`config.mk`:
```
export PLATFORM = sky130hd
export DESIGN_NAME = divide_adjust_logic_op_decoder
export DESIGN_NICKNAME = d
export VERILOG_FILES = /design/src/design/decoder_pkg.sv /design/src/design/opcode_classify.sv /design/src/design/cycle_timer.sv /design/src/design/divide_adjust_logic_op_decoder.sv
export VERILOG_INCLUDE_DIRS = /design/src /design/src/design
export SDC_FILE = /design/constraint.sdc
export NUM_CORES = 1
export LEC_CHECK = 0
export BUFFER_PORTS_ARGS = -buffer_cell sky130_fd_sc_hd__buf_2
export CAP_MARGIN = 25
export CORE_UTILIZATION = 51
export CTS_CLUSTER_SIZE = 28
export DETAILED_ROUTE_END_ITERATION = 10
export GPL_TIMING_DRIVEN = 1
export PLACE_DENSITY = 0.76
export SLEW_MARGIN = 20
export SYNTH_ARGS = -nofsm -noshare
export SYNTH_HDL_FRONTEND = slang
export SYNTH_SLANG_ARGS = --single-unit
```
`constraint.sdc`:
```
create_clock -name clock_i -period 2.1 [get_ports clock_i]
set_input_delay 0.42 -clock clock_i [delete_from_list [all_inputs] [get_ports clock_i]]
set_output_delay 0.42 -clock clock_i [all_outputs]
set_load 0.05 [all_outputs]
```
`src/design/decoder_defs.svh`:
```
`ifndef DECODER_DEFS_SVH
`define DECODER_DEFS_SVH
// Overview of operation
// - F6/F7 field 111: signed divide, 44-52/53-61
// - D4 0A: decimal adjust multiply, 19 clocks
// - D5 0A: decimal adjust divide, 15 clocks
// - 98: byte to word extend, 2 clocks
// - 99: word to dword extend, 4 clocks
// - AND 001000dw, OR 000010dw: 3/10 clocks
// - 1000010w test, flags only, 3/10 clocks
// - F6/F7 field 000 immediate test: 4/10
// - 1010100w accumulator immediate test: 3/4 clocks
// - Word memory operand adds 4 clocks, except for signed divide

// ****************************************************************
// Opcode patterns (mask, match)
// ****************************************************************
`define OPC_GRP3_MASK      8'hfe
`define OPC_GRP3           8'hf6
`define OPC_AND_RM_MASK    8'hfc
`define OPC_AND_RM         8'h20
`define OPC_OR_RM          8'h08
`define OPC_TEST_RM_MASK   8'hfe
`define OPC_TEST_RM        8'h84
`define OPC_TEST_ACC       8'ha8
`define OPC_ADJ_MUL        8'hd4
`define OPC_ADJ_DIV        8'hd5
`define OPC_ADJ_BASE       8'h0a
`define OPC_BYTE_EXT       8'h98
`define OPC_WORD_EXT       8'h99

// ****************************************************************
// Field positions
// ****************************************************************
`define BIT_W              0
`define BIT_D              1
`define MOD_HI             7
`define MOD_LO             6
`define FLD_HI             5
`define FLD_LO             3
`define MOD_REG            2'h3
`define FLD_TEST           3'h0
`define FLD_SDIV           3'h7

// ****************************************************************
// Clock counts
// ****************************************************************
`define CLK_SDIV_RB        7'h2c
`define CLK_SDIV_RB_MAX    7'h34
`define CLK_SDIV_RW        7'h35
`define CLK_SDIV_RW_MAX    7'h3d
`define CLK_ADJ_MUL        7'h13
`define CLK_ADJ_DIV        7'h0f
`define CLK_BYTE_EXT       7'h02
`define CLK_WORD_EXT       7'h04
`define CLK_LOGIC_REG      7'h03
`define CLK_LOGIC_MEM      7'h0a
`define CLK_TEST_IMM_REG   7'h04
`define CLK_TEST_IMM_MEM   7'h0a
`define CLK_ACC_BYTE       7'h03
`define CLK_ACC_WORD       7'h04
`define CLK_WORD_MEM_ADD   7'h04
`define CLK_ONE            7'h01
`endif

```
`src/design/decoder_pkg.sv`:
```
package decoder_pkg;
    typedef enum logic [3:0] {
        OP_NONE, OP_SIGNED_DIVIDE, OP_DECIMAL_ADJUST_MULTIPLY, OP_DECIMAL_ADJUST_DIVIDE,
        OP_BYTE_TO_WORD_EXTEND, OP_WORD_TO_DWORD_EXTEND, OP_AND, OP_OR, OP_TEST_RM,
        OP_TEST_IMM_RM, OP_TEST_IMM_ACC
    } op_kind_t;

    typedef struct packed {
        op_kind_t   kind;
        logic       word;       // Operand width: 1 word, 0 byte
        logic       reg_dest;   // Register field is destination
        logic       mem;        // Memory operand present
        logic       writes;     // Result written back
        logic [1:0] imm_bytes;  // Immediate bytes that follow
        logic [6:0] clocks;     // Base clock count
        logic [6:0] clocks_max; // Upper clock count
    } decode_t;
endpackage

```
`src/design/opcode_classify.sv`:
```
`timescale 1ns/1ns
`include "decoder_defs.svh"
module opcode_classify (
    // Instruction bytes
    input  wire logic [7:0]         op_i,
    input  wire logic [7:0]         modrm_i,
    // Classification
    output decoder_pkg::decode_t    dec_o,
    output logic                    need_second_o,
    output logic                    valid_o
);
    logic                   w;
    logic                   memop;
    logic [2:0]             fld;

    // Memory-operand count, with word surcharge
    function automatic logic [6:0] mem_clk(input logic [6:0] base, input logic wd);
        mem_clk = wd ? base + `CLK_WORD_MEM_ADD : base;
    endfunction

    assign w     = op_i[`BIT_W];
    assign memop = modrm_i[`MOD_HI:`MOD_LO] != `MOD_REG;
    assign fld   = modrm_i[`FLD_HI:`FLD_LO];

    // Decode one opcode with its addressing byte
    always_comb begin
        dec_o          = '0;
        dec_o.kind     = decoder_pkg::OP_NONE;
        dec_o.word     = w;
        dec_o.reg_dest = op_i[`BIT_D];
        need_second_o  = 1'b0;
        valid_o        = 1'b1;
        if ((op_i & `OPC_GRP3_MASK) == `OPC_GRP3) begin
            need_second_o = 1'b1;
            dec_o.mem     = memop;
            if (fld == `FLD_SDIV) begin
                dec_o.kind       = decoder_pkg::OP_SIGNED_DIVIDE;
                dec_o.writes     = 1'b1;
                dec_o.clocks     = w ? `CLK_SDIV_RW : `CLK_SDIV_RB;
                dec_o.clocks_max = w ? `CLK_SDIV_RW_MAX : `CLK_SDIV_RB_MAX;
            end else if (fld == `FLD_TEST) begin
                dec_o.kind       = decoder_pkg::OP_TEST_IMM_RM;
                dec_o.imm_bytes  = w ? 2'h2 : 2'h1;
                dec_o.clocks     = memop ? mem_clk(`CLK_TEST_IMM_MEM, w) : `CLK_TEST_IMM_REG;
                dec_o.clocks_max = dec_o.clocks;
            end else begin
                valid_o = 1'b0;
            end
        end else if ((op_i & `OPC_AND_RM_MASK) == `OPC_AND_RM ||
                     (op_i & `OPC_AND_RM_MASK) == `OPC_OR_RM) begin
            need_second_o    = 1'b1;
            dec_o.kind       = ((op_i & `OPC_AND_RM_MASK) == `OPC_AND_RM) ?
                               decoder_pkg::OP_AND : decoder_pkg::OP_OR;
            dec_o.mem        = memop;
            dec_o.writes     = 1'b1;
            dec_o.clocks     = memop ? mem_clk(`CLK_LOGIC_MEM, w) : `CLK_LOGIC_REG;
            dec_o.clocks_max = dec_o.clocks;
        end else if ((op_i & `OPC_TEST_RM_MASK) == `OPC_TEST_RM) begin
            need_second_o    = 1'b1;
            dec_o.kind       = decoder_pkg::OP_TEST_RM;
            dec_o.mem        = memop;
            dec_o.clocks     = memop ? mem_clk(`CLK_LOGIC_MEM, w) : `CLK_LOGIC_REG;
            dec_o.clocks_max = dec_o.clocks;
        end else if ((op_i & `OPC_TEST_RM_MASK) == `OPC_TEST_ACC) begin
            dec_o.kind       = decoder_pkg::OP_TEST_IMM_ACC;
            dec_o.imm_bytes  = w ? 2'h2 : 2'h1;
            dec_o.clocks     = w ? `CLK_ACC_WORD : `CLK_ACC_BYTE;
            dec_o.clocks_max = dec_o.clocks;
        end else if (op_i == `OPC_ADJ_MUL || op_i == `OPC_ADJ_DIV) begin
            need_second_o    = 1'b1;
            valid_o          = modrm_i == `OPC_ADJ_BASE;
            dec_o.kind       = (op_i == `OPC_ADJ_MUL) ? decoder_pkg::OP_DECIMAL_ADJUST_MULTIPLY
                                                      : decoder_pkg::OP_DECIMAL_ADJUST_DIVIDE;
            dec_o.writes     = 1'b1;
            dec_o.clocks     = (op_i == `OPC_ADJ_MUL) ? `CLK_ADJ_MUL : `CLK_ADJ_DIV;
            dec_o.clocks_max = dec_o.clocks;
        end else if (op_i == `OPC_BYTE_EXT) begin
            dec_o.kind       = decoder_pkg::OP_BYTE_TO_WORD_EXTEND;
            dec_o.writes     = 1'b1;
            dec_o.clocks     = `CLK_BYTE_EXT;
            dec_o.clocks_max = dec_o.clocks;
        end else if (op_i == `OPC_WORD_EXT) begin
            dec_o.kind       = decoder_pkg::OP_WORD_TO_DWORD_EXTEND;
            dec_o.writes     = 1'b1;
            dec_o.clocks     = `CLK_WORD_EXT;
            dec_o.clocks_max = dec_o.clocks;
        end else begin
            valid_o = 1'b0;
        end
    end
endmodule

```
`src/design/cycle_timer.sv`:
```
`timescale 1ns/1ns
`include "decoder_defs.svh"
module cycle_timer (
    // Clock and reset
    input  wire logic       clock_i,
    input  wire logic       rst_n_i,
    // Control
    input  wire logic       load_i,
    input  wire logic [6:0] count_i,
    // Status
    output logic            busy_o,
    output logic            last_o
);
    typedef struct packed {
        logic [6:0] remain;
    } timer_state_t;

    timer_state_t state_reg;
    timer_state_t state_next;

    // Count down the clocks of one operation
    always_comb begin
        state_next = state_reg;
        if (load_i) begin
            state_next.remain = count_i;
        end else if (state_reg.remain != 7'h00) begin
            state_next.remain = state_reg.remain - `CLK_ONE;
        end
    end

    // State register
    always_ff @(posedge clock_i or negedge rst_n_i) begin
        if (!rst_n_i) begin
            state_reg <= '0;
        end else begin
            state_reg <= state_next;
        end
    end

    assign busy_o = state_reg.remain != 7'h00;
    assign last_o = state_reg.remain == `CLK_ONE;
endmodule

```
`src/design/divide_adjust_logic_op_decoder.sv`:
```
`timescale 1ns/1ns
`include "decoder_defs.svh"
module divide_adjust_logic_op_decoder (
    // Clock and reset
    input  wire logic                   clock_i,
    input  wire logic                   rst_n_i,
    // Prefetch queue side
    input  wire logic                   byte_valid_i,
    input  wire logic [7:0]             byte_i,
    output logic                        byte_ready_o,
    // Execution side
    output decoder_pkg::decode_t        dec_o,
    output logic [15:0]                 imm_o,
    output logic [7:0]                  modrm_o,
    output logic                        issue_o,
    output logic                        exec_busy_o,
    output logic                        exec_done_o,
    output logic                        illegal_o
);
    // ****************************************************************
    // State
    // ****************************************************************
    typedef enum logic [2:0] {ST_OPCODE, ST_SECOND, ST_IMM_LO, ST_IMM_HI, ST_EXEC} fsm_t;

    typedef struct packed {
        fsm_t                   fsm;
        logic [7:0]             op;
        logic [7:0]             modrm;
        logic [15:0]            imm;
        decoder_pkg::decode_t   dec;
        logic                   issue;
        logic                   done;
        logic                   illegal;
        logic                   ready;
        logic                   busy;
    } core_state_t;

    core_state_t state_reg;
    core_state_t state_next;

    decoder_pkg::decode_t   cls_dec;
    logic                   cls_need_second;
    logic                   cls_valid;
    logic                   tmr_last;
    logic                   tmr_load;
    logic [7:0]             cls_op;
    logic [7:0]             cls_second;
    logic                   take;

    assign take       = byte_valid_i && state_reg.ready;
    assign cls_op     = (state_reg.fsm == ST_OPCODE) ? byte_i : state_reg.op;
    assign cls_second = (state_reg.fsm == ST_SECOND) ? byte_i : 8'h00;

    // ****************************************************************
    // Opcode classifier and clock counter
    // ****************************************************************
    opcode_classify u_classify (
        .op_i          (cls_op),
        .modrm_i       (cls_second),
        .dec_o         (cls_dec),
        .need_second_o (cls_need_second),
        .valid_o       (cls_valid)
    );

    cycle_timer u_timer (
        .clock_i (clock_i),
        .rst_n_i (rst_n_i),
        .load_i  (tmr_load),
        .count_i (state_next.dec.clocks),
        .busy_o  (),
        .last_o  (tmr_last)
    );

    // Start counting when the instruction is fully fetched
    assign tmr_load = state_next.issue;

    // Fetch bytes, decode, and hold for the execution clocks
    always_comb begin
        state_next         = state_reg;
        state_next.issue   = 1'b0;
        state_next.done    = 1'b0;
        state_next.illegal = 1'b0;
        case (state_reg.fsm)
            ST_OPCODE: begin
                if (take) begin
                    state_next.op  = byte_i;
                    state_next.imm = '0;
                    if (cls_need_second) begin
                        state_next.fsm = ST_SECOND;
                    end else if (!cls_valid) begin
                        state_next.illegal = 1'b1;
                    end else begin
                        state_next.dec = cls_dec;
                        state_next.fsm = (cls_dec.imm_bytes != 2'h0) ? ST_IMM_LO : ST_EXEC;
                    end
                end
            end
            ST_SECOND: begin
                if (take) begin
                    state_next.modrm = byte_i;
                    state_next.dec   = cls_dec;
                    if (!cls_valid) begin
                        state_next.illegal = 1'b1;
                        state_next.fsm     = ST_OPCODE;
                    end else begin
                        state_next.fsm = (cls_dec.imm_bytes != 2'h0) ? ST_IMM_LO : ST_EXEC;
                    end
                end
            end
            ST_IMM_LO: begin
                if (take) begin
                    state_next.imm[7:0] = byte_i;
                    state_next.fsm = (state_reg.dec.imm_bytes == 2'h2) ? ST_IMM_HI : ST_EXEC;
                end
            end
            ST_IMM_HI: begin
                if (take) begin
                    state_next.imm[15:8] = byte_i;
                    state_next.fsm       = ST_EXEC;
                end
            end
            ST_EXEC: begin
                if (tmr_last) begin
                    state_next.done = 1'b1;
                    state_next.fsm  = ST_OPCODE;
                end
            end
            default: begin
                state_next.fsm = ST_OPCODE;
            end
        endcase
        state_next.issue = (state_reg.fsm != ST_EXEC) && (state_next.fsm == ST_EXEC);
        state_next.ready = state_next.fsm != ST_EXEC;
        state_next.busy  = state_next.fsm == ST_EXEC; // Registered so the busy output comes from a flop
    end

    // State register
    always_ff @(posedge clock_i or negedge rst_n_i) begin
        if (!rst_n_i) begin
            state_reg       <= '0;
            state_reg.fsm   <= ST_OPCODE;
            state_reg.ready <= 1'b1;
        end else begin
            state_reg <= state_next;
        end
    end

    // Registered outputs
    assign byte_ready_o = state_reg.ready;
    assign dec_o        = state_reg.dec;
    assign imm_o        = state_reg.imm;
    assign modrm_o      = state_reg.modrm;
    assign issue_o      = state_reg.issue;
    assign exec_busy_o  = state_reg.busy;
    assign exec_done_o  = state_reg.done;
    assign illegal_o    = state_reg.illegal;
endmodule

```
After elaboration in Yosys (flattened, before gate mapping)
Index checks and enable logic that the tools add are counted.

Flip-flop bits (word level): 71. Bits in latches: 0. RAM bits: 0. ROM bits: 0. Bits of input ports: 11. Output and inout bits: 53. Word-level logic and storage cells: 145. Memories: 0.

$add $sub $neg: 1. $mul: 0. Div/mod/pow operators: 0. Order comparisons: 0. Eq/ne operators: 27. Shift operators: 0. Multiplexer cells: 81. Bitwise logic cells: 0. Reductions and logical operators: 17.

Operator list (count): $mux 14 (6); $mux 24 (3); $pmux 24 s2 (1); $mux 40 (1); $mux 3 (13); $mux 4 (9); $eq 8x8->1 const B (4); $pmux 8 s2 (2); $mux 7 (4); $mux 1 (26); $mux 8 (3); $eq 7x7->1 const B (3); $mux 18 (1); $mux 16 (1); $pmux 3 s5 (1); $ne 2x2->1 const B (7); $mux 11 (1); $mux 10 (1); $mux 2 (5); $mux 5 (2); $reduce_bool 2->1 (5); $eq 3x3->1 const B (3); $eq 8x4->1 const B (1); $eq 7x1->1 const B (1); other kinds (15) (22).

Depth between registers and ports, before layout
Gate-level depths: netlist of run 1.

Depth after elaboration: 19. Mapped depth: 10. Depth with buffers taken out: 7.

By module
A second synthesis of run 1 with hierarchy kept.

Cell total of the unflattened synthesis: 383. Area, all modules: 4060.1 µm².

Modules (own cells, without submodules): divide_adjust_logic_op_decoder (instances 1, cells an instance 250, area each 3095.5 µm², seq. area each 1602.8 µm²); opcode_classify (instances 1, cells an instance 80, area each 504.2 µm², seq. area each 0.0 µm²); cycle_timer (instances 1, cells an instance 53, area each 460.4 µm², seq. area each 175.2 µm²).

Worst setup path before layout of run 1
No wires, ideal clock.

Kind: input -> register. Start point: input byte_i[6]. End point: register u_timer.state_reg[2] (netlist name). Setup time: 0.125 ns. Arrival time: 2.248 ns. Data required time: 1.975 ns. Setup slack: -0.273 ns. Stages on the path: 7. Buffers on the path: 1. Cells stage by stage: clkbuf_1 -> nor2b_1 -> nand3b_1 -> o32ai_4 -> nor2_2 -> a31oi_4 -> mux2_4.

Longest elaborated chain between the ends: 16. Elaborated cells between the ends (all ways): 59. Those cells by class: 12 x eq/ne; 42 x mux; 5 x reduce/logical.

Ends and longest elaborated chain: from (decl) (RTL line divide_adjust_logic_op_decoder.sv:9) `input wire logic [7:0] byte_i,`; $mux 8 (RTL line divide_adjust_logic_op_decoder.sv:51) `assign cls_op = (state_reg.fsm == ST_OPCODE) ? byte_i : state_reg.op;`; $eq 8x8->1 (no source line); $mux 1 (RTL line opcode_classify.sv:82) `` end else if (op_i == `OPC_WORD_EXT) begin ``; $mux 1 (RTL line opcode_classify.sv:77) `` end else if (op_i == `OPC_BYTE_EXT) begin ``; $mux 1 (RTL line opcode_classify.sv:69) `` end else if (op_i == `OPC_ADJ_MUL || op_i == `OPC_ADJ_DIV) begin ``; $mux 1 (RTL line opcode_classify.sv:64) `` end else if ((op_i & `OPC_TEST_RM_MASK) == `OPC_TEST_ACC) begin ``; $mux 1 (RTL line opcode_classify.sv:58) `` end else if ((op_i & `OPC_TEST_RM_MASK) == `OPC_TEST_RM) begin ``; $mux 1 (RTL line opcode_classify.sv:49) `` end else if ((op_i & `OPC_AND_RM_MASK) == `OPC_AND_RM || ``; $mux 1 (RTL line opcode_classify.sv:33) `` if ((op_i & `OPC_GRP3_MASK) == `OPC_GRP3) begin ``; $mux 3 (RTL line divide_adjust_logic_op_decoder.sv:90) `end else if (!cls_valid) begin`; $mux 3 (RTL line divide_adjust_logic_op_decoder.sv:88) `if (cls_need_second) begin`; $mux 11 (RTL line divide_adjust_logic_op_decoder.sv:85) `if (take) begin`; $pmux 3 s5 (RTL line divide_adjust_logic_op_decoder.sv:83) `case (state_reg.fsm)`; $eq 3x3->1 (RTL line divide_adjust_logic_op_decoder.sv:132) `state_next.issue = (state_reg.fsm != ST_EXEC) && (state_next.fsm == ST_EXEC);`; $logic_and 1x1->1 (RTL line divide_adjust_logic_op_decoder.sv:132); $mux 7 / $reduce_bool 2->1 (equally long branches); to (signal assigned) (RTL line cycle_timer.sv:36) `state_reg <= state_next;`; to (decl) (RTL line cycle_timer.sv:18) `timer_state_t state_reg;`.

Parallel ways exist; a longest one is shown, timed or not. The select of a mux whose other input is x is not followed. A chain may end at the register's enable or synchronous reset.

Final worst setup path of run 1
Start point: register state_reg[61] (netlist name). End point: register u_timer.state_reg[1] (netlist name).

Longest elaborated chain between the ends: 17. Elaborated cells between the ends (all ways): 73. Those cells by class: 18 x eq/ne; 48 x mux; 7 x reduce/logical.

Ends and longest elaborated chain: from (decl) (RTL line divide_adjust_logic_op_decoder.sv:38) `core_state_t state_reg;`; from (signal assigned) (RTL line divide_adjust_logic_op_decoder.sv:144) `state_reg <= state_next;`; $logic_not 3->1 (RTL line divide_adjust_logic_op_decoder.sv:51, divide_adjust_logic_op_decoder.sv:83); $mux 8 (RTL line divide_adjust_logic_op_decoder.sv:51); $eq 8x8->1 (no source line); $mux 1 (RTL line opcode_classify.sv:82); $mux 1 (RTL line opcode_classify.sv:77); $mux 1 (RTL line opcode_classify.sv:69); $mux 1 (RTL line opcode_classify.sv:64); $mux 1 (RTL line opcode_classify.sv:58); $mux 1 (RTL line opcode_classify.sv:49); $mux 1 (RTL line opcode_classify.sv:33); $mux 3 (RTL line divide_adjust_logic_op_decoder.sv:90); $mux 3 (RTL line divide_adjust_logic_op_decoder.sv:88); $mux 11 (RTL line divide_adjust_logic_op_decoder.sv:85); $pmux 3 s5 (RTL line divide_adjust_logic_op_decoder.sv:83); $eq 3x3->1 (RTL line divide_adjust_logic_op_decoder.sv:132); $logic_and 1x1->1 (RTL line divide_adjust_logic_op_decoder.sv:132); $mux 7 / $reduce_bool 2->1 (equally long branches).

Parallel ways exist; a longest one is shown, timed or not. The select of a mux whose other input is x is not followed.

==> metrics.csv, run 1 <==
stage,metric,value,unit
sta,clock skew,0.0114,ns
route,DRC,0,
power,Sw Share,42.8,%
sta,crit share post-route,112,%
worst_setup_path,Critical path origin,state_reg[61]$_DFF_PN0_,
worst_hold_path,path type of the worst min-delay path,in2async,
flow_run,max-cap viol count,0,
route,DRT antenna net count,0,
sta,slew of the pin with the lowest slew margin,0.556,ns
worst_setup_path,Setup crit start kind,flop,
yosys,"EDFF count, synth",0,
placed_design,pre-CTS setup slack,-0.281,ns
worst_setup_path,CP endpoint kind,flop,
worst_setup_path,worst r2r path cells,8,
cts,TritonCTS buffer count,9,
layout,finished layout cell area,5250,sq um
layout,layout cells sized above 1,47.1,%
worst_setup_path,Critical Path Fanout Max,6,
power,Net Switching,2.63,mW
sta,final setup fails,26,
floorplanning,Initial Utilization,54.0,%
power,Cell Pwr Density,1170,nW/um^2
worst_setup_path,FF-to-FF setup slack,-0.26,ns
layout,Reg area,1760,sq um
floorplanning,Rows,31,
layout,Nets,537,
power,Design Power,6.16,mW
sta,endpoints failing hold,0,
global_route,antenna violations before repair,0,
worst_setup_path,arrival time at the worst endpoint,2.59,ns
yosys,"FFs w/ async S/R, synth",100,%
floorplanning,Die H,90.6,um
power,combinational group share of total power,49.7,%
worst_setup_path,CP required,2.33,ns
floorplanning,DIE AREA,8200,sq um
global_route,first-pass GRT wire length,17000,um
yosys,"Top FF cell, synth",dfrtp_1,
layout,Ant. Diodes,0,
sta,PnR worst setup slack,-0.255,ns
route,final wirelength,11600,um
yosys,Synth Area per Inst,9.52,sq um
layout,number of flip-flops in the largest register,23,
cts,clk sink count,70,
route,Detailed Route Iter0 Violations,310,
power,sequential power share,31.7,%
yosys,net count after synthesis,433,
power,Leak,2.60,nW
sta,Rel. slew slack,62.8,%
cts,CTS tree,built,
layout,Area Growth Syn to Fin,31.3,%
layout,post-route insts no fill,628,
placed_design,Inst Count DP,594,
yosys,synthesized area,4000,sq um
layout,number of filler cells placed in the layout,522,
placed_design,Detailed Place HPWL,7620,um
worst_setup_path,worst r2r src,state_reg[61]$_DFF_PN0_,
yosys,Cell variety after synth,68,
sta,RSZ-0062 raised after global routing,true,
cts,root buffer cell,clkbuf_8,
worst_setup_path,Worst R2R End,u_timer.state_reg[1]$_DFFE_PN0P_,
placed_design,I/O Buffers,62,
route,routed len/inst,18.5,um
global_route,via count of the first global-routing pass,3408,
cts,"Reg clk slew, reported paths",0.08,ns
global_route,largest net degree at the start of global routing,71,
cts,Skew-Pair Late Insertion Delay,0.36,ns
sta,Max Clk Rate,0.425,GHz
floorplanning,# IOs,64,
route,Vias,3585,
yosys,Synth Register Bits,70,
outcome,failing checks,setup timing,
placed_design,final RePlAce weighted congestion,0.908,
cts,clock buffer depth,2,
worst_setup_path,Crit Path Category,reg2reg,
route,Via-to-Cell Ratio,5.71,
power,clock share of power,18.7,%
yosys,sequential area share after synthesis,43.8,%
sta,Sum Neg Setup Slack,-3.98,ns
yosys,Post-Synthesis Cells,420,
placed_design,"Cell Area, Placed",4610,sq um
power,P_int,3.53,mW
floorplanning,die width,90.6,um
outcome,status,"finished, violations left",
global_route,global route overflow,0,
sta,Slew Limit Fails,0,
floorplanning,CORE AREA,7410,sq um
global_route,GRT Total Usage,26.8,%
route,1st-pass router iterations,5,
cts,# hold bufs at CTS,0,
power,peak supply drop,0.000688,V
sta,post-route minimum period,2.36,ns
yosys,synth warn,0,
cts,H-tree Lvls,3,
worst_setup_path,worst setup path end,u_timer.state_reg[1]$_DFFE_PN0P_,
layout,Multi-input gate area,2010,sq um
worst min path at each step:
stage                                   endpoint  slack (ns)  depth (start not counted)
after detailed placement  modrm_o[7]$_DFFE_PN0P_        0.46                          2
after floorplan             dec_o[0]$_DFFE_PN0P_        0.12                          0
after global routing      modrm_o[7]$_DFFE_PN0P_         0.1                          2
after global placement    modrm_o[7]$_DFFE_PN0P_        0.45                          2
after CTS                  imm_o[14]$_DFFE_PN0P_        0.08                          2
final                      imm_o[14]$_DFFE_PN0P_        0.06                          2
placed cells by master, fill, tap and decap left out, types with 5 or more instances in the layout:
cell	n
a21oi_1	5
a22o_1	10
buf_2	62
buf_4	83
buf_6	12
clkbuf_8	11
dfrtp_1	66
inv_1	5
mux2_2	8
nand2_1	75
nand2_2	5
nand3_1	10
nor2_1	24
nor3_1	8
o21ai_0	15
o21ai_1	6
xnor2_1	5
metal layers:
layer | wire length, um | track usage, % | vias up
li1 | - | - | 1620
met1 | 4690 | 34.1 | 1738
met2 | 5800 | 44.6 | 192
met3 | 767 | 6.31 | 35
met4 | 333 | 9.41 | 0
met5 | 0 | 0 | -
worst max-delay path, stage by stage, from the launching register on:
cell,delay (ns)
dfrtp_2,0.45
or3_4,0.48
o32ai_4,0.37
buf_6,0.22
buf_4,0.13
o311a_4,0.19
o211ai_1,0.18
o21ai_1,0.13
mux2i_1,0.07
Yosys cell counts, types with 6 or more instances:
cell type / instances / area share (%)
mux2_2: 8 / 2.3
nor2_1: 26 / 2.4
a22o_1: 10 / 2.2
nand3_1: 13 / 1.6
clkbuf_1: 9 / 0.84
dfrtp_1: 69 / 43
o21ai_0: 22 / 2.8
nor3_1: 9 / 1.1
a21oi_1: 9 / 1.1
inv_1: 6 / 0.56
buf_4: 49 / 9.2
nand2_1: 82 / 7.7
power groups by stage:
stage / Sequential [mW] / Clock [mW] / Combinational, mW
6_report: 1.95 / 1.15 / 3.06
4_1_cts: 1.94 / 1.16 / 2.80
3_3_place_gp: 1.94 / 0 / 2.59
3_5_place_dp: 1.96 / 0 / 2.67
2_1_floorplan: 2.01 / 0 / 1.94
5_1_grt: 1.99 / 1.23 / 3.23
timing repair:
action                                  in CTS  in global routing
gates cloned                                 1                  1
endpoints found under the setup margin      32                 35
setup buffers                                6                 11
pin swaps                                   14                 17
gates resized for setup                     31                 41
kinds of logic (layout without fill, tap and decap cells):
family / count (synthesis) / after routing / share of synthesized area, %
other cells: 1 / 1 / 0.0937
flops: 70 / 70 / 43.8
mux: 16 / 16 / 5.07
fa+ha+maj: 2 / 2 / 0.625
compound gates: 80 / 80 / 14.8
buf+inv: 74 / 182 / 12.6
xor+xnor: 7 / 7 / 1.53
simple gates: 170 / 171 / 21.4
metrics by stage:
step,util (%),hold slack (ns)
6_report,70.9,0.0581
3_3_place_gp,62.2,0.454
4_1_cts,67.3,0.0819
5_1_grt,70.9,0.0960
3_5_place_dp,62.2,0.465
2_1_floorplan,-,0.124
final cells by class:
cell class | instances | share of cell area, %
inverter | 6 | 0.429
timing repair buffer | 160 | 21.5
tap | 99 | 2.36
clock inverter | 4 | 1.02
multi-input combinational | 277 | 38.3
clock buffer | 12 | 2.95
sequential | 70 | 33.4
No activity file was read; power rests on OpenSTA's default activity.
==> run 2, diff against run 1 <==
==> constraint.sdc (replaced) <==
create_clock -name clock_i -period 2.1 [get_ports clock_i]
set_input_delay 0.105 -clock clock_i [delete_from_list [all_inputs] [get_ports clock_i]]
set_output_delay 0.105 -clock clock_i [all_outputs]
set_load 0.05 [all_outputs]
==> run 2 against run 1 <==
The run still ends with setup timing left. Non-clock buffer count is 10 lower. Maximum frequency up 3.2%. Power shrank 1.1%. Sequential share of layout area rose by 0.96 points. Clock power rose by 14%. Count of clock-buffer cells in the layout down 1. Critical endpoint is now u_timer.state_reg[2]$_DFFE_PN0P_. Largest power group unchanged.
==> metrics.csv, run 2 (synthesized netlist as in run 1, its figures left out) <==
stage,metric,value,unit,change
outcome,status,"finished, violations left",,
outcome,failing checks,setup timing,,
placed_design,"Cell Area, Placed",4550,sq um,-1.3%
power,Sw Share,40.7,%,-2.1 points
power,Leak,2.54,nW,-2.6%
global_route,via count of the first global-routing pass,3376,,-0.94%
route,Vias,3405,,-5.0%
global_route,global route overflow,0,,unchanged
route,Via-to-Cell Ratio,5.53,,-3.2%
cts,root buffer cell,clkbuf_8,,
power,Design Power,6.09,mW,-1.1%
worst_hold_path,path type of the worst min-delay path,in2reg,,
cts,TritonCTS buffer count,9,,unchanged
global_route,antenna violations before repair,0,,unchanged
route,DRT antenna net count,0,,unchanged
route,1st-pass router iterations,5,,unchanged
global_route,GRT Total Usage,25.6,%,-1.2 points
placed_design,pre-CTS setup slack,-0.248,ns,+0.0336 ns
route,final wirelength,10600,um,-8.4%
sta,post-route minimum period,2.28,ns,-0.0724 ns
worst_setup_path,Crit Path Category,reg2reg,,
sta,PnR worst setup slack,-0.183,ns,+0.0724 ns
layout,"most common cell after layout, fill and taps aside",nand2_1,,
worst_setup_path,CP endpoint kind,flop,,
worst_setup_path,Critical path origin,state_reg[61]$_DFF_PN0_,,
placed_design,Inst Count DP,588,,-1.0%
route,DRC,0,,unchanged
floorplanning,Initial Utilization,54.0,%,unchanged
worst_setup_path,Setup crit start kind,flop,,
layout,Multi-input gate area,1910,sq um,-5.1%
layout,Nets,526,,-2.0%
power,Cell Pwr Density,1190,nW/um^2,+1.8%
worst_setup_path,CP required,2.32,ns,about the same
sta,slew of the pin with the lowest slew margin,0.562,ns,+0.00589 ns
global_route,first-pass GRT wire length,16600,um,-2.6%
sta,crit share post-route,109,%,-3.4 points
cts,Skew-Pair Late Insertion Delay,0.34,ns,-0.02 ns
layout,most frequent cells in the layout,"80 x nand2_1, 78 x buf_4, 67 x dfrtp_1",,
sta,Max Clk Rate,0.438,GHz,+3.2%
cts,clock buffer depth,2,,unchanged
sta,clock skew,0.0112,ns,-0.000195 ns
floorplanning,DIE AREA,8200,sq um,unchanged
cts,H-tree Lvls,3,,unchanged
sta,endpoints failing hold,0,,unchanged
floorplanning,# IOs,64,,unchanged
layout,post-route insts no fill,616,,-1.9%
sta,final setup fails,29,,+12%
worst_hold_path,worst hold path startpoint,byte_i[6],,
power,peak supply drop,0.000755,V,+9.7%
placed_design,Detailed Place HPWL,7740,um,+1.5%
global_route,largest net degree at the start of global routing,27,,-62%
worst_setup_path,arrival time at the worst endpoint,2.50,ns,-0.09 ns
power,Net Switching,2.48,mW,-5.9%
sta,Rel. slew slack,62.4,%,-0.39 points
power,sequential power share,31.5,%,-0.2 points
power,combinational group share of total power,46.9,%,-2.8 points
cts,clk sink count,70,,unchanged
layout,Reg area,1760,sq um,about the same
layout,finished layout cell area,5100,sq um,-2.9%
route,routed len/inst,17.2,um,-6.6%
placed_design,final RePlAce weighted congestion,0.954,,+5.1%
power,clock share of power,21.5,%,+2.8 points
sta,Hold WS,0.0769,ns,+0.0188 ns
floorplanning,die width,90.6,um,unchanged
layout,Ant. Diodes,0,,unchanged
route,Detailed Route Iter0 Violations,210,,-32%
layout,layout cells sized above 1,43.3,%,-3.7 points
cts,CTS tree,built,,
flow_run,max-cap viol count,0,,unchanged
layout,number of flip-flops in the largest register,23,,unchanged
layout,number of filler cells placed in the layout,564,,+8.0%
floorplanning,Die H,90.6,um,unchanged
sta,RSZ-0062 raised after global routing,true,,
sta,Slew Limit Fails,0,,unchanged
layout,Area Growth Syn to Fin,27.6,%,
floorplanning,CORE AREA,7410,sq um,unchanged
placed_design,I/O Buffers,62,,unchanged
worst_setup_path,worst r2r src,state_reg[61]$_DFF_PN0_,,
worst_setup_path,Critical Path Fanout Max,7,,+1
floorplanning,Rows,31,,unchanged
cts,"Reg clk slew, reported paths",0.07,ns,about the same
power,P_int,3.61,mW,+2.4%
run 2: cell types whose count changed in the layout (fill, tap and decap cells not counted), moves of 3 or more:
| cell | change |
|---|---|
| nand2_1 | +5 |
| o21ai_2 | +3 |
| nand2_2 | -4 |
| buf_4 | -5 |
| buf_6 | -9 |
run 2: worst paths after layout:
check                                                        end  slack [ns]  cells past startpoint
worst max-delay path            u_timer.state_reg[2]$_DFFE_PN0P_       -0.18                      8
worst min-delay path                      modrm_o[6]$_DFFE_PN0P_        0.08                      3
worst max register to register  u_timer.state_reg[2]$_DFFE_PN0P_       -0.18                      8
worst min register to register             dec_o[23]$_DFFE_PN0P_        0.47                      2
max in group asynchronous                  dec_o[14]$_DFFE_PN0P_        1.14                      3
min in group asynchronous                   imm_o[7]$_DFFE_PN0P_        0.24                      2
run 2: area by class of cell:
| type | instances | share of cell area (%) |
|---|---|---|
| Sequential cell | 70 | 34.4 |
| Clock inverter | 4 | 1.86 |
| Timing Repair Buffer | 150 | 20.7 |
| Multi-Input combinational cell | 276 | 37.4 |
| Clock buffer | 11 | 2.77 |
| Inverter | 6 | 0.441 |
| Tap cell | 99 | 2.43 |
run 2: critical path, cell delays in order, from the launching register on:
cell      delay (ns)
dfrtp_2         0.44
or3_4           0.48
nand3_4         0.14
o22ai_4         0.08
buf_12          0.14
o311ai_4        0.33
a311oi_2        0.10
a21o_1          0.19
mux2_4          0.26
run 2: per-layer routing:
layer	up-vias	GRT usage, %	share of wire [%]
met1	1662	33.4	43
li1	1594	-	-
met5	-	0	0
met2	121	41.7	49
met4	0	11.2	3.0
met3	28	4.55	5.1
run 2: timing repair:
| item | 4_1_cts | 5_1_grt |
|---|---|---|
| setup endpoints to repair | 30 | 33 |
| hold buffers | 1 | 0 |
| buffers inserted | 5 | 6 |
| pin swaps | 8 | 7 |
| hold endpoints to repair | 18 | 0 |
| cloned | 1 | 1 |
| resized for setup | 21 | 32 |
run 2: metrics by stage:
stage,setup TNS [ns],utilization (%)
2_1_floorplan,-1.44,-
6_report,-3.39,68.9
3_5_place_dp,-2.97,61.4
3_3_place_gp,-1.80,61.4
5_1_grt,-5.29,68.9
4_1_cts,-1.72,66.5
run 2: power by group through the flow:
stage,Sequential [mW],Clock (mW),Combinational (mW)
6_report,1.92,1.31,2.86
3_5_place_dp,1.94,0,2.70
4_1_cts,1.91,1.32,2.76
3_3_place_gp,1.92,0,2.62
2_1_floorplan,2.01,0,1.94
5_1_grt,1.95,1.37,3.05
==> run 3, diff against run 2 <==
--- a/config.mk
+++ b/config.mk
@@ -8,12 +8,13 @@
 export LEC_CHECK = 0
 export BUFFER_PORTS_ARGS = -buffer_cell sky130_fd_sc_hd__buf_2
 export CAP_MARGIN = 25
-export CORE_UTILIZATION = 51
+export CORE_UTILIZATION = 52
 export CTS_CLUSTER_SIZE = 28
 export DETAILED_ROUTE_END_ITERATION = 10
 export GPL_TIMING_DRIVEN = 1
-export PLACE_DENSITY = 0.76
+export PLACE_DENSITY = 0.77
 export SLEW_MARGIN = 20
 export SYNTH_ARGS = -nofsm -noshare
 export SYNTH_HDL_FRONTEND = slang
+export SYNTH_HIERARCHICAL = 1
 export SYNTH_SLANG_ARGS = --single-unit
==> run 3 against run 2 <==
The flow still finishes with violations (setup timing). Synthesized cell count fell by 9.0%. Clock power rose by 5%. Highest routed layer unchanged. First-iteration DRC count fell by 21%.
==> metrics.csv, run 3 <==
stage,metric,value,unit,change
outcome,status,"finished, violations left",,
outcome,failing checks,setup timing,,
worst_hold_path,path type of the worst min-delay path,in2reg,,
floorplanning,die width,90.3,um,-0.27%
worst_setup_path,Setup crit start kind,flop,,
floorplanning,Die H,90.3,um,-0.27%
cts,Skew-Pair Late Insertion Delay,0.36,ns,+0.02 ns
layout,Area Growth Syn to Fin,38.3,%,
route,Vias,3338,,-2.0%
cts,TritonCTS buffer count,9,,unchanged
worst_setup_path,Crit Path Category,reg2reg,,
sta,post-route minimum period,3.14,ns,+0.861 ns
sta,crit share post-route,150,%,+41 points
global_route,GRT Total Usage,28.2,%,+2.6 points
worst_setup_path,slowest CP cell,dfrtp_1,,
sta,slew of the pin with the lowest slew margin,0.543,ns,-0.0194 ns
cts,clock buffer depth,2,,unchanged
layout,Ant. Diodes,0,,unchanged
worst_setup_path,Critical Path Fanout Max,5,,-2
global_route,largest net degree at the start of global routing,33,,+22%
yosys,synthesized area,4060,sq um,+1.4%
sta,clock skew,0.00743,ns,-0.00373 ns
cts,H-tree Lvls,3,,unchanged
worst_setup_path,CP endpoint kind,flop,,
sta,endpoints failing hold,0,,unchanged
power,Cell Pwr Density,1750,nW/um^2,+47%
floorplanning,Rows,31,,unchanged
flow_run,max-cap viol count,0,,unchanged
worst_setup_path,"delay-heaviest family, CP",simple AND/OR/NAND/NOR gates,,
layout,most frequent cells in the layout,"89 x buf_4, 70 x dfrtp_1, 63 x buf_2",,
sta,PnR worst setup slack,-1.04,ns,-0.861 ns
worst_setup_path,CP required,2.37,ns,+0.05 ns
route,final wirelength,11200,um,+5.1%
yosys,Post-Synthesis Cells,382,,-9.0%
layout,number of filler cells placed in the layout,450,,-20%
floorplanning,DIE AREA,8160,sq um,-0.53%
route,routed len/inst,18.6,um,+7.9%
cts,"Reg clk slew, reported paths",0.08,ns,about the same
route,DRT antenna net count,0,,unchanged
route,1st-pass router iterations,4,,-1
global_route,via count of the first global-routing pass,3519,,+4.2%
placed_design,final RePlAce weighted congestion,1.01,,+5.4%
sta,RSZ-0062 raised after global routing,true,,
yosys,Synth Area per Inst,10.6,sq um,+11%
worst_setup_path,Critical Path Most Common Cell,buf_6,,
route,Detailed Route Iter0 Violations,165,,-21%
power,peak supply drop,0.00102,V,+35%
layout,layout cells sized above 1,56.1,%,+13 points
layout,Nets,510,,-3.0%
cts,CTS tree,built,,
worst_hold_path,worst hold path startpoint,byte_i[7],,
sta,Rel. slew slack,63.8,%,+1.4 points
floorplanning,Initial Utilization,54.8,%,+0.76 points
sta,Max Clk Rate,0.318,GHz,-27%
global_route,global route overflow,0,,unchanged
floorplanning,# IOs,64,,unchanged
placed_design,"Cell Area, Placed",4640,sq um,+1.9%
route,Via-to-Cell Ratio,5.56,,+0.65%
worst_setup_path,FF-to-FF setup slack,-1.04,ns,-0.86 ns
layout,finished layout cell area,5610,sq um,+9.9%
worst_setup_path,worst r2r src,state_reg[63]$_DFF_PN0_,,
route,DRC,0,,unchanged
sta,Slew Limit Fails,0,,unchanged
worst_setup_path,Critical path origin,state_reg[63]$_DFF_PN0_,,
global_route,antenna violations before repair,0,,unchanged
cts,root buffer cell,clkbuf_8,,
cts,clk sink count,71,,+1.4%
floorplanning,CORE AREA,7410,sq um,unchanged
worst_setup_path,arrival time at the worst endpoint,3.41,ns,+0.91 ns
placed_design,I/O Buffers,63,,+1.6%
yosys,synth warn,6,,+6
layout,Final Core Density,75.7,%,+6.8 points
layout,number of flip-flops in the largest register,24,,+4.3%
worst_setup_path,CP peak stage delay,0.41,ns,-0.07 ns
global_route,first-pass GRT wire length,17900,um,+7.8%
worst_setup_path,Buffers & Inverters on Critical Path,5,,+4
layout,"most common cell after layout, fill and taps aside",buf_4,,
power,Leak,2.89,nW,+14%
sta,final setup fails,38,,+31%
placed_design,Detailed Place HPWL,6440,um,-17%
worst_setup_path,crit path cell chain,"nor3_4, buf_6, mux2_4, buf_6, buf_4, nand3_1, a21oi_2, o21ai_1, nand3_2, nor2b_4, o211ai_4, buf_6, buf_16, mux2i_4, nand2_1, o31ai_2",,
-- run 3: final timing paths --
check / to / cells after the start
setup reg to reg: u_timer/state_reg[0]$_DFFE_PN0P_ / 16
hold reg to reg: modrm_o[2]$_DFFE_PN0P_ / 1
min in group asynchronous: imm_o[7]$_DFFE_PN0P_ / 2
hold / removal: imm_o[7]$_DFFE_PN0P_ / 3
max in group asynchronous: dec_o[9]$_DFF_PN0_ / 3
setup / recovery: u_timer/state_reg[0]$_DFFE_PN0P_ / 16
-- run 3: cell type report --
cell class,instances,area [sq um],share of cell area (%)
Inverter,12,45.0,0.803
Multi-Input combinational cell,225,2090,37.2
Clock inverter,7,120,2.14
Sequential cell,71,1780,31.7
Timing Repair Buffer,177,1330,23.8
Tap cell,99,124,2.21
Clock buffer,9,124,2.21
-- run 3: routing by layer --
| metal | global-route usage (%) | share of wire [%] | vias to the layer above |
|---|---|---|---|
| li1 | - | - | 1528 |
| met1 | 35.4 | 43 | 1668 |
| met2 | 46.7 | 50 | 120 |
| met3 | 5.39 | 4.5 | 22 |
| met4 | 13.8 | 2.6 | 0 |
| met5 | 0 | 0 | - |
-- run 3: report_power, final --
group / internal (mW) / switching, mW / leakage (nW)
Sequential: 1.85 / 0.295 / 0.925
Clock: 0.793 / 0.572 / 0.120
Combinational: 2.85 / 3.45 / 1.85
Total: 5.50 / 4.32 / 2.89
-- run 3: through the flow --
step	std cells	setup WS, ns	TNS, ns	hold WS (ns)	power (mW)
global route	600	-1.15	-38.92	0.122	10.2
detailed placement	549	-0.963	-30.75	0.111	6.91
global placement	549	-0.908	-29.22	0.0986	6.81
finish	600	-1.04	-34.57	0.130	9.82
floorplan	383	-1.02	-30.10	-0.191	5.87
CTS	599	-0.865	-29.78	0.118	9.35
-- run 3: worst reg2reg max path, cell delays in order (launching register included) --
cell	delay, ns
dfrtp_1	0.41
nor3_4	0.28
buf_6	0.17
mux2_4	0.31
buf_6	0.13
buf_4	0.14
nand3_1	0.09
a21oi_2	0.06
o21ai_1	0.18
nand3_2	0.15
nor2b_4	0.17
o211ai_4	0.24
buf_6	0.17
buf_16	0.13
mux2i_4	0.25
nand2_1	0.11
o31ai_2	0.08
-- run 3: repair_timing --
item | CTS | global route
pin swaps | 27 | 16
cloned | 4 | 0
endpoints found under the hold margin | 21 | 0
hold buffers | 1 | 0
setup endpoints to repair | 38 | 38
setup buffers | 31 | 2
resized for setup | 71 | 22
